### src/fpb_pkg.sv
// Constants, state encoding and state record of the flyback PWM and burst control core
package fpb_pkg;

  // Clock and switching rates
  localparam int unsigned CLK_HZ       = 100_000_000;
  localparam int unsigned NOM_HZ_100   = 100_000;
  localparam int unsigned NOM_HZ_125   = 125_000;
  localparam int unsigned BURST_HZ_100 = 83_000;
  localparam int unsigned BURST_HZ_125 = 103_000;
  localparam logic [15:0] NOM_PER_100   = 16'(CLK_HZ / NOM_HZ_100);
  localparam logic [15:0] NOM_PER_125   = 16'(CLK_HZ / NOM_HZ_125);
  localparam logic [15:0] BURST_PER_100 = 16'(CLK_HZ / BURST_HZ_100);
  localparam logic [15:0] BURST_PER_125 = 16'(CLK_HZ / BURST_HZ_125);

  // Duty limit as a fraction, thresholds in percent of the period
  localparam int unsigned MAX_DUTY_NUM = 3;
  localparam int unsigned MAX_DUTY_DEN = 4;
  localparam int unsigned SLOPE_PCT    = 40;
  localparam int unsigned CURVE_PCT    = 40;

  // Jitter: total span and repeat time
  localparam int unsigned JIT_HALF_PCT  = 4;
  localparam int unsigned JIT_SPAN_PCT  = 2 * JIT_HALF_PCT;
  localparam int unsigned JIT_PERIOD_MS = 4;
  localparam logic [5:0]  TRI_MAX       = 6'h3F;
  // A full triangle is 2 * TRI_MAX steps, so the step length is set from that count
  localparam int unsigned JIT_STEP_CYC  = CLK_HZ / 1000 * JIT_PERIOD_MS / (2 * int'(TRI_MAX));

  // Soft-start
  localparam int unsigned SS_TIME_MS  = 12;
  localparam int unsigned SS_STEPS    = 4;
  localparam int unsigned SS_STEP_CYC = CLK_HZ / 1000 * SS_TIME_MS / SS_STEPS;
  localparam logic [1:0]  SS_LAST     = 2'(SS_STEPS - 1);

  // Feedback code scale and levels in millivolts
  localparam int unsigned FB_LSB_MV   = 20;
  localparam int unsigned FR_START_MV = 1700;
  localparam int unsigned ENTRY_LP_MV = 930;
  localparam int unsigned ENTRY_HP_MV = 1030;
  localparam int unsigned LEAVE_MV    = 2730;
  localparam logic [7:0]  FR_START_CODE = 8'(FR_START_MV / FB_LSB_MV);
  localparam logic [7:0]  ENTRY_LP_CODE = 8'(ENTRY_LP_MV / FB_LSB_MV);
  localparam logic [7:0]  ENTRY_HP_CODE = 8'(ENTRY_HP_MV / FB_LSB_MV);
  localparam logic [7:0]  LEAVE_CODE    = 8'(LEAVE_MV / FB_LSB_MV);

  // Stuck sense and option latch
  localparam logic [1:0] STUCK_LIMIT = 2'h2;
  localparam logic [1:0] OPT_SETTLE  = 2'h3;

  // Burst options
  localparam logic [1:0] OPT_NONE = 2'h1;
  localparam logic [1:0] OPT_LOW  = 2'h2;
  localparam logic [1:0] OPT_HIGH = 2'h3;

  typedef enum logic [1:0] {
    ST_NORMAL,
    ST_ENTRY,
    ST_BURST_OFF,
    ST_BURST_ON
  } fpb_state_t;

  typedef struct packed {
    fpb_state_t  fsm;
    logic        burst;
    logic [15:0] blank;
    logic [1:0]  opt;
    logic        var125;
    logic        opt_done;
    logic [1:0]  opt_cnt;
    logic [15:0] cyc;
    logic [15:0] per;
    logic [15:0] on_cnt;
    logic        gate;
    logic        slope_en;
    logic [15:0] excess;
    logic        curve_hi;
    logic [1:0]  stuck;
    logic        restart;
    logic [19:0] ss_cnt;
    logic [1:0]  ss_step;
    logic        ss_done;
    logic [15:0] jit_cnt;
    logic [5:0]  tri_pos;
    logic        tri_up;
  } fpb_st_t;

endpackage

### src/fpb_sync.sv
// Two-stage synchroniser for asynchronous comparator and strap levels
`timescale 1ns/1ns
`default_nettype none
module fpb_sync #(
  parameter int unsigned WIDTH = 1
) (
  // Clock and reset
  input  wire logic             core_clk,
  input  wire logic             rst_b,
  // Levels
  input  wire logic [WIDTH-1:0] async_in,
  output logic      [WIDTH-1:0] sync_out
);

  logic [WIDTH-1:0] meta_q;

  always_ff @(posedge core_clk or negedge rst_b) begin
    if (!rst_b) begin
      meta_q   <= '0;
      sync_out <= '0;
    end else begin
      meta_q   <= async_in;
      sync_out <= meta_q;
    end
  end

endmodule // fpb_sync
`default_nettype wire

### src/fpb_core.sv
// Flyback PWM core: oscillator, gating, soft-start, jitter and burst control
`timescale 1ns/1ns
`default_nettype none
//////////////////////////////////////////////////////////////////////////////////////////
module fpb_core
  import fpb_pkg::*;
#(
  parameter int unsigned LEB_CYC       = 25,
  parameter int unsigned STG_SAM_CYC   = 40,
  parameter int unsigned BEB_CYC       = 2000,
  parameter int unsigned SS_STEP_CYCLES = SS_STEP_CYC,
  parameter int unsigned JIT_STEP_CYCLES = JIT_STEP_CYC,
  parameter int unsigned MIN_RED_HZ    = 25_000,
  parameter int unsigned FR_SLOPE_CYC  = 60,
  parameter logic [7:0]  BURST_ON_CODE = 8'h64,
  parameter logic [7:0]  BURST_OFF_CODE = 8'h50
) (
  // Clock and reset
  input  wire logic        core_clk,
  input  wire logic        rst_b,
  // Feedback level code, same clock domain
  input  wire logic [7:0]  feedback_level,
  // Asynchronous comparators and straps
  input  wire logic        pwm_cmp_async,
  input  wire logic        ilim_cmp_async,
  input  wire logic        cs_stuck_low_async,
  input  wire logic        sel_bias1_async,
  input  wire logic        sel_bias2_async,
  input  wire logic        variant_125_async,
  // Power switch
  output logic             gate_drive,
  // Current sense shaping
  output logic             slope_comp_en,
  output logic [15:0]      slope_excess,
  output logic             peak_curve_high,
  output logic             burst_limit_en,
  output logic [1:0]       soft_start_step,
  output logic             soft_start_done,
  // Status
  output logic             light_load_burst_mode,
  output logic             jitter_en,
  output logic             auto_restart_req,
  output logic [1:0]       burst_option,
  output logic [15:0]      period_cycles
);

  localparam logic [15:0] MAX_PER = 16'(CLK_HZ / MIN_RED_HZ);

  fpb_st_t    q;
  fpb_st_t    d;
  logic [5:0] s;
  logic       pwm_s;
  logic       ilim_s;
  logic       stuck_s;
  logic [7:0] entry_thr;
  logic [31:0] pb;
  logic [31:0] pj;
  logic [31:0] on_time;

  //////////////////////////////////////////////////////////////////////////////////////////
  // comparator and strap synchronisers
  fpb_sync #(
    .WIDTH    (6)
  ) u_sync (
    .core_clk (core_clk),
    .rst_b    (rst_b),
    .async_in ({variant_125_async, sel_bias2_async, sel_bias1_async,
                cs_stuck_low_async, ilim_cmp_async, pwm_cmp_async}),
    .sync_out (s)
  );

  assign pwm_s   = s[0];
  assign ilim_s  = s[1];
  assign stuck_s = s[2];
  assign entry_thr = (q.opt == OPT_LOW) ? ENTRY_LP_CODE : ENTRY_HP_CODE;
  assign on_time   = 32'(q.on_cnt) + 32'd1;

  //////////////////////////////////////////////////////////////////////////////////////////
  always_comb begin
    d         = q;
    d.restart = 1'b0;
    pb        = 32'd0;
    pj        = 32'd0;

    // option latched once, high range preset until then
    if (!q.opt_done) begin
      d.opt_cnt = q.opt_cnt + 2'h1;
      if (q.opt_cnt == OPT_SETTLE) begin
        d.opt_done = 1'b1;
        d.var125   = s[5];
        d.opt      = s[4] ? OPT_HIGH : (s[3] ? OPT_LOW : OPT_NONE);
      end
    end

    if (!q.ss_done) begin
      d.ss_cnt = q.ss_cnt + 20'h1;
      if (32'(q.ss_cnt) >= SS_STEP_CYCLES - 1) begin
        d.ss_cnt = 20'h0;
        if (q.ss_step == SS_LAST) begin
          d.ss_done = 1'b1;
        end else begin
          d.ss_step = q.ss_step + 2'h1;
        end
      end
    end

    d.jit_cnt = q.jit_cnt + 16'h1;
    if (32'(q.jit_cnt) >= JIT_STEP_CYCLES - 1) begin
      d.jit_cnt = 16'h0;
      if (q.tri_up) begin
        d.tri_pos = q.tri_pos + 6'h1;
        d.tri_up  = (q.tri_pos != TRI_MAX - 6'h1);
      end else begin
        d.tri_pos = q.tri_pos - 6'h1;
        d.tri_up  = (q.tri_pos == 6'h1);
      end
    end

    // Burst state machine
    case (q.fsm)
      ST_NORMAL: begin
        if (q.opt_done && q.opt != OPT_NONE && feedback_level < entry_thr) begin
          d.fsm   = ST_ENTRY;
          d.blank = 16'h0;
        end
      end
      ST_ENTRY: begin
        d.blank = q.blank + 16'h1;
        if (feedback_level >= entry_thr) begin
          d.fsm = ST_NORMAL;
        end else if (32'(q.blank) >= BEB_CYC - 1) begin
          d.fsm = ST_BURST_OFF;
        end
      end
      ST_BURST_OFF: begin
        if (feedback_level > LEAVE_CODE) begin
          d.fsm = ST_NORMAL;
        end else if (feedback_level > BURST_ON_CODE) begin
          d.fsm = ST_BURST_ON;
        end
      end
      ST_BURST_ON: begin
        if (feedback_level > LEAVE_CODE) begin
          d.fsm = ST_NORMAL;
        end else if (feedback_level <= BURST_OFF_CODE) begin
          d.fsm = ST_BURST_OFF;
        end
      end
      default: begin
        d.fsm = ST_NORMAL;
      end
    endcase
    d.burst = (d.fsm == ST_BURST_OFF) || (d.fsm == ST_BURST_ON);

    // nominal rate and reduction below start level
    pb = q.var125 ? 32'(NOM_PER_125) : 32'(NOM_PER_100);
    if (feedback_level < FR_START_CODE) begin
      pb = pb + 32'(FR_START_CODE - feedback_level) * FR_SLOPE_CYC;
    end
    if (pb > 32'(MAX_PER)) begin
      pb = 32'(MAX_PER);
    end
    // dither only after soft-start, also while reducing
    if (q.ss_done && !d.burst) begin
      pj = pb - pb * JIT_HALF_PCT / 100 + pb * JIT_SPAN_PCT * 32'(q.tri_pos) / (100 * 32'(TRI_MAX));
    end else begin
      pj = pb;
    end
    if (d.burst) begin
      pj = q.var125 ? 32'(BURST_PER_125) : 32'(BURST_PER_100);
    end

    if (q.cyc >= q.per - 16'h1) begin
      d.cyc    = 16'h0;
      d.per    = pj[15:0];
      d.gate   = 1'b1;
      d.on_cnt = 16'h0;
    end else begin
      d.cyc = q.cyc + 16'h1;
      if (q.gate) begin
        d.on_cnt = q.on_cnt + 16'h1;
        if (32'(q.on_cnt) >= LEB_CYC - 1) begin
          if (pwm_s) begin
            d.gate = 1'b0;
          end
          if (ilim_s) begin
            d.gate = 1'b0;
          end
        end
        if (on_time >= 32'(q.per) * MAX_DUTY_NUM / MAX_DUTY_DEN) begin
          d.gate = 1'b0;
        end
        if (32'(q.on_cnt) == STG_SAM_CYC - 1) begin
          if (stuck_s) begin
            d.stuck = q.stuck + 2'h1;
            if (q.stuck == STUCK_LIMIT) begin
              d.stuck   = 2'h0;
              d.restart = 1'b1;
            end
          end else begin
            d.stuck = 2'h0;
          end
        end
      end
    end
    if (d.fsm == ST_BURST_OFF) begin
      d.gate = 1'b0;
    end

    d.slope_en = 1'b0;
    d.excess   = 16'h0;
    if (d.gate && !q.gate) begin
      d.curve_hi = 1'b0;
    end else if (q.gate && on_time > 32'(q.per) * SLOPE_PCT / 100) begin
      d.slope_en = !d.burst;
      d.excess   = d.burst ? 16'h0 : 16'(on_time - 32'(q.per) * SLOPE_PCT / 100);
    end
    if (q.gate && on_time > 32'(q.per) * CURVE_PCT / 100) begin
      d.curve_hi = 1'b1;
    end
  end

  //////////////////////////////////////////////////////////////////////////////////////////
  always_ff @(posedge core_clk or negedge rst_b) begin
    if (!rst_b) begin
      q         <= '0;
      q.fsm     <= ST_NORMAL;
      q.opt     <= OPT_HIGH;
      q.per     <= NOM_PER_100;
      q.tri_up  <= 1'b1;
    end else begin
      q <= d;
    end
  end

  assign gate_drive            = q.gate;
  assign slope_comp_en         = q.slope_en;
  assign slope_excess          = q.excess;
  assign peak_curve_high       = q.curve_hi;
  assign burst_limit_en        = q.burst;
  assign soft_start_step       = q.ss_step;
  assign soft_start_done       = q.ss_done;
  assign light_load_burst_mode = q.burst;
  assign jitter_en             = q.ss_done && !q.burst;
  assign auto_restart_req      = q.restart;
  assign burst_option          = q.opt;
  assign period_cycles         = q.per;
endmodule // fpb_core
`default_nettype wire

### config.mk
export PLATFORM = sky130hd
export DESIGN_NAME = fpb_core
export DESIGN_NICKNAME = d
export VERILOG_FILES = /design/src/fpb_pkg.sv /design/src/fpb_sync.sv /design/src/fpb_core.sv
export SDC_FILE = /design/constraint.sdc
export NUM_CORES = 1
export LEC_CHECK = 0
export BUFFER_PORTS_ARGS = -buffer_cell sky130_fd_sc_hd__buf_2
export CORE_ASPECT_RATIO = 2
export CORE_MARGIN = 5
export CORE_UTILIZATION = 45
export CTS_CLUSTER_SIZE = 20
export DETAILED_ROUTE_END_ITERATION = 16
export PLACE_DENSITY = 0.65
export SLEW_MARGIN = 0
export SYNTH_ARGS = -nofsm -noshare
export SYNTH_HDL_FRONTEND = slang
export SYNTH_SLANG_ARGS = --single-unit
### constraint.sdc
create_clock -name core_clk -period 21.7 [get_ports core_clk]
set_input_delay 5.425 -clock core_clk [delete_from_list [all_inputs] [get_ports core_clk]]
set_output_delay 5.425 -clock core_clk [all_outputs]
set_load 0.05 [all_outputs]
==> impl_metrics.csv, run 1 <==
group,metric,value,unit
timing,setup-tns-final,-43.46,ns
status,violations,"setup timing",
setup_path,reg2reg_depth,91,
setup_path,cp-startpoint,"feedback_level[2]",
setup_path,cp_common_cell,"a21oi_2",
place,numPortBuffers,59,
setup_path,critPathKind,"input pin to register",
drt,dr.pass1.iters,9,
die,fp.dieH,367,µm
die,core,63600,µm²
synthesis,yosysUniqueCellTypes,152,
setup_path,cp_slowest_stage_delay,0.52,ns
drt,via_per_inst,5.89,
synthesis,ys_async_sr_fraction,100,%
timing,finalCriticalPeriod,25.16,ns
clock_network,cts.sink_count,153,
clock_network,cts_tree,"yes",
grt,grt_usage,25.3,%
place,pre_cts_slack,-4.39,ns
drt,wire_per_inst,17.7,µm
timing,finalClockSkew,0.0141,ns
layout,drive_above_1_share,26.4,%
setup_path,critPathRequiredTime,22.07,ns
clock_network,cts.htree.levels,4,
setup_path,cp_data_arrival_time,25.53,ns
timing,slew_viol_final,0,
clock_network,clk_latency,0.45,ns
clock_network,root_buffer,"clkbuf_16",
setup_path,cp_max_fo,8,
clock_network,cts.path.max_buffers,2,
setup_path,slowest_stage,"or4_4",
synthesis,synth.avg_cell_area,7.80,µm²
layout,antennaDiodeCount,0,
drt,drt-initial-drc-count,1403,
synthesis,ys_ff_latch,153,
layout,fill_cells,5883,
clock_network,clk_pin_slew,0.07,ns
synthesis,synth_ff_type,"dfrtp_1",
place,dp_cells,5017,
setup_path,r2r_start,"period_cycles[3]",
setup_path,worstReg2RegEnd,"slope_excess[3]",
timing,fin_crit_sh,116,%
setup_path,reg2reg_setup_slack,1.37,ns
setup_path,critPathCaptureType,"register",
timing,final_hold_viol_count,0,
synthesis,syn_inst,3685,
grt,antenna_found_initial,1,
job,max-cap-violations,0,
drt,vias,30300,
timing,clock.fmax,0.0397,GHz
die,fp.dieW,189,µm
setup_path,endpoint,"period_cycles[14]",
die,num_rows,131,
synthesis,syn_area,28700,µm²
grt,grt_max_degree,65,
drt,postRouteAntennaNets,0,
place,place_congestion,0.959,
layout,nNetsFinal,4653,
timing,rsz0062_at_grt,"yes",
layout,fin_cells,5134,
layout,fin_util,57.9,%
die,start_util,45.2,%
timing,max_slew_margin,27.3,%
grt,grt-ovfl-total,0,
place,hpwl,73900,µm
timing,tightest_slew,1.08,ns
clock_network,cts_made_buffers,17,
die,top_level_ports,60,
status,status,"finished with violations",
grt,grt_pass1_vias,30800,
drt,route.detailed.drc,0,
timing,finalSetupViolations,16,
worst_hold_path,min_path_type,"register to register",
clock_network,holdBufCountCts,0,
drt,wirelength,90900,µm
synthesis,yosys_warnings,0,
synthesis,synth-edff-count,0,
grt,grt_pass1_wl,147000,µm
layout,area_growth,28.1,%
die,die_area,69300,µm²
timing,worst_slack,-3.46,ns
setup_path,crit_path_start_kind,"input pin",
synthesis,seq_area_frac_synth,13.4,%
[placed cells by master, fill, tap and decap left out, drive strengths merged, types with 113 or more instances in the layout]
cell type	count
buf	674
nand2	345
nor2	334
inv	254
xnor2	230
a21oi	228
o21ai	212
ha	201
dfrtp	144
nand3	129
nor3	116
xor2	115
fa	113
[synthesized netlist by cell type, types with 109 or more instances]
cell | number | area, µm²
a21oi_1 | 215 | 1080
dfrtp_1 | 144 | 3600
fa_1 | 113 | 2260
ha_1 | 201 | 2510
inv_1 | 240 | 901
nand2_1 | 344 | 1290
nand3_1 | 129 | 646
nor2_1 | 327 | 1230
nor3_1 | 109 | 546
o21ai_0 | 175 | 876
xnor2_1 | 223 | 1950
xor2_1 | 113 | 990
[per-stage QoR]
stage / hold slack [ns] / area [µm²]
after global placement: 0.333 / 34300
after CTS: 0.352 / 35900
after detailed placement: 0.337 / 34300
after global routing: 0.355 / 36800
final: 0.350 / 36800
after floorplan: 0.331 / 30000
[cell type report]
| type | count | area, µm² | area share [%] |
|---|---|---|---|
| Multi-Input combinational cell | 3231 | 25200 | 68.5 |
| Clock inverter | 15 | 205 | 0.558 |
| Timing Repair Buffer | 674 | 5170 | 14.1 |
| Tap cell | 798 | 998 | 2.71 |
| Inverter | 246 | 933 | 2.54 |
| Sequential cell | 153 | 3840 | 10.4 |
| Clock buffer | 17 | 425 | 1.16 |
[worst max-delay path: cells and delay by family]
family                     cells  cell delay (ns)
AOI/OAI and AO/OA             51             9.33
and+or+nand+nor               21             3.84
adders and majority gates     11             3.66
buffers and inverters         14             1.60
xor gates and xnor gates       7             1.15
muxes                          2             0.50
[sequential cells by signal (all words and copies together), names as in the netlist]
name	flops
soft_start_done	1
period_cycles	16
burst_option	2
slope_comp_en	1
peak_curve_high	1
gate_drive	1
auto_restart_req	1
slope_excess	16
burst_limit_en	1
q	99
soft_start_step	2
u_sync.sync_out	6
u_sync.meta_q	6
[how the worst min path moves through the flow]
stage | startpoint | end | depth (start not counted)
finish | u_sync.meta_q[5] | u_sync.sync_out[5] | 0
global route | u_sync.meta_q[5] | u_sync.sync_out[5] | 0
CTS | u_sync.meta_q[5] | u_sync.sync_out[5] | 0
detailed placement | u_sync.meta_q[5] | u_sync.sync_out[5] | 0
global placement | u_sync.meta_q[5] | u_sync.sync_out[5] | 0
floorplan | u_sync.meta_q[0] | u_sync.sync_out[0] | 0
[logic make-up after synthesis]
kind of cell / synth area share [%]
AO/OA/AOI/OAI: 27.2
buffers and inverters: 6.35
XOR/XNOR: 10.8
AND/OR/NAND/NOR: 22.6
flip-flops: 13.4
multiplexers: 2.30
adder cells (fa/ha/maj): 17.3
other: 0.0261
[what timing repair did]
action                     4_1_cts  5_1_grt
setup endpoints to repair       16       34
resized for setup              111      161
setup buffers                   67       37
pin swaps                       62       85
[layer usage]
layer	GRT usage [%]	vias up	wire length [µm]
li1	-	14600	-
met1	22.9	14500	30100
met2	52.0	774	51600
met3	1.67	382	2130
met4	16.8	0	7070
met5	0	-	0
Power of run 1 is not shown: default switching activity piles up to over one toggle a cycle in this logic, so the estimate is an artifact.
==> run 2: changes to the inputs <==
- PLACE_DENSITY: 0.65 -> unset
==> run 2 against run 1 <==
The flow still finishes with violations (setup timing). Worst setup slack improved by 0.11 ns. Sequential cell count is the same. Non-clock buffer count is 11 higher. Sequential share of layout area about the same. Register-to-register slack improved by 0.21 ns. Worst hold slack better by 0.0018 ns. First-iteration DRC count down 8.8%. Die area did not move. Critical path type unchanged. Critical endpoint is now period_cycles[15].
==> impl_metrics.csv, run 2 (same netlist as run 1, synthesis figures left out) <==
group,metric,value,unit
setup_path,cp_max_fo,5,
die,fp.dieW,189,µm
setup_path,cp_slowest_stage_delay,0.61,ns
layout,fin_area,36900,µm²
timing,fin_crit_sh,115,%
layout,largest-register,"q",
setup_path,critPathRequiredTime,22.09,ns
timing,finalCriticalPeriod,25.06,ns
layout,regArea,3840,µm²
place,hpwl,75900,µm
clock_network,cts_made_buffers,17,
layout,fill_cells,6016,
layout,largest_reg_flops,99,
status,status,"finished with violations",
setup_path,critPathKind,"input pin to register",
place,placed_area,34300,µm²
layout,final_cell_mix,"buf_4, nand2_1, nor2_1",
place,place_congestion,0.930,
grt,grt_max_degree,65,
setup_path,crit_path_start_kind,"input pin",
drt,wirelength,92600,µm
timing,max_slew_margin,36.5,%
layout,nNetsFinal,4664,
setup_path,cp_data_arrival_time,25.45,ns
layout,multi_input_area,25400,µm²
drt,wire_per_inst,18.0,µm
timing,slew_viol_final,0,
timing,final_hold_viol_count,0,
grt,grt-ovfl-total,0,
worst_hold_path,min_path_type,"register to register",
status,violations,"setup timing",
timing,finalClockSkew,0.0159,ns
layout,area_growth,28.6,%
job,max-cap-violations,0,
grt,antenna_found_initial,0,
die,num_rows,131,
layout,antennaDiodeCount,0,
timing,rsz0062_at_grt,"yes",
clock_network,cts.htree.levels,4,
die,start_util,45.2,%
place,pre_cts_slack,-4.80,ns
die,core,63600,µm²
timing,worst_slack,-3.36,ns
drt,dr.pass1.iters,6,
drt,vias,30200,
drt,drt-initial-drc-count,1280,
setup_path,cp_common_cell,"a21oi_2",
layout,final_common_cell,"buf_4",
drt,via_per_inst,5.86,
grt,grt_usage,25.8,%
timing,clock.fmax,0.0399,GHz
place,numPortBuffers,59,
clock_network,clk_pin_slew,0.07,ns
grt,grt_pass1_vias,30900,
drt,postRouteAntennaNets,0,
grt,grt_pass1_wl,149000,µm
clock_network,root_buffer,"clkbuf_16",
setup_path,critPathCaptureType,"register",
drt,route.detailed.drc,0,
clock_network,clk_latency,0.46,ns
clock_network,cts_tree,"yes",
die,die_area,69300,µm²
clock_network,cts.path.max_buffers,2,
die,fp.dieH,367,µm
layout,drive_above_1_share,26.8,%
timing,tightest_slew,0.949,ns
setup_path,slowest_stage,"fa_2",
place,dp_cells,5019,
die,top_level_ports,60,
layout,fin_cells,5145,
timing,finalSetupViolations,16,
clock_network,cts.sink_count,153,
-- run 2: cell types whose count changed in the layout (fill, tap and decap cells not counted), moves of 4 or more --
cell / before / now
a21boi_1: 7 / 3
buf_4: 567 / 597
xnor2_2: 35 / 29
a21oi_2: 39 / 35
nand2_4: 4 / 8
buf_6: 44 / 25
o21ai_2: 6 / 10
-- run 2: worst paths after layout --
check / from / cells after the start / slack, ns / to
setup reg to reg: period_cycles[2] / 92 / 1.58 / slope_excess[3]
min in group asynchronous: rst_b / 1 / 4.91 / slope_excess[7]
hold / removal: u_sync.meta_q[5] / 0 / 0.35 / u_sync.sync_out[5]
setup / recovery: feedback_level[2] / 104 / -3.36 / period_cycles[15]
hold reg to reg: u_sync.meta_q[5] / 0 / 0.35 / u_sync.sync_out[5]
max in group asynchronous: rst_b / 3 / 15.01 / q[22]
-- run 2: worst max-delay path: cells and delay by family --
family | cells | cell delay [ns]
AOI/OAI and AO/OA | 54 | 9.84
muxes | 3 | 0.62
adders and majority gates | 10 | 3.59
buffers and inverters | 12 | 1.46
and+or+nand+nor | 16 | 3.04
xor gates and xnor gates | 9 | 1.40
-- run 2: per-layer routing --
metal | vias to the layer above | part of all wire (%) | global-route usage, %
li1 | 14600 | - | -
met1 | 14400 | 32 | 22.4
met2 | 730 | 57 | 53.7
met3 | 402 | 2.3 | 1.92
met4 | 0 | 8.0 | 17.8
met5 | - | 0 | 0
-- run 2: area by class of cell --
cell class                      count  area share (%)
Clock inverter                     13           0.427
Multi-Input combinational cell   3231            68.7
Timing Repair Buffer              685            14.0
Clock buffer                       19            1.23
Inverter                          246            2.53
Sequential cell                   153            10.4
Tap cell                          798            2.70
-- run 2: through the flow --
step	hold WS, ns	setup TNS [ns]	util, %
finish	0.352	-41.75	58.1
global placement	0.336	-59.69	54.0
detailed placement	0.337	-62.05	54.0
global route	0.362	-56.08	58.1
CTS	0.354	-39.46	57.3
floorplan	0.331	-37.53	-
-- run 2: what timing repair did --
item	4_1_cts	5_1_grt
setup endpoints to repair	16	34
setup buffers	86	21
pin swaps	118	55
gates resized for setup	178	97
hold buffers	0	0
endpoints found under the hold margin	0	0
Power of run 2 is left out for the same reason.
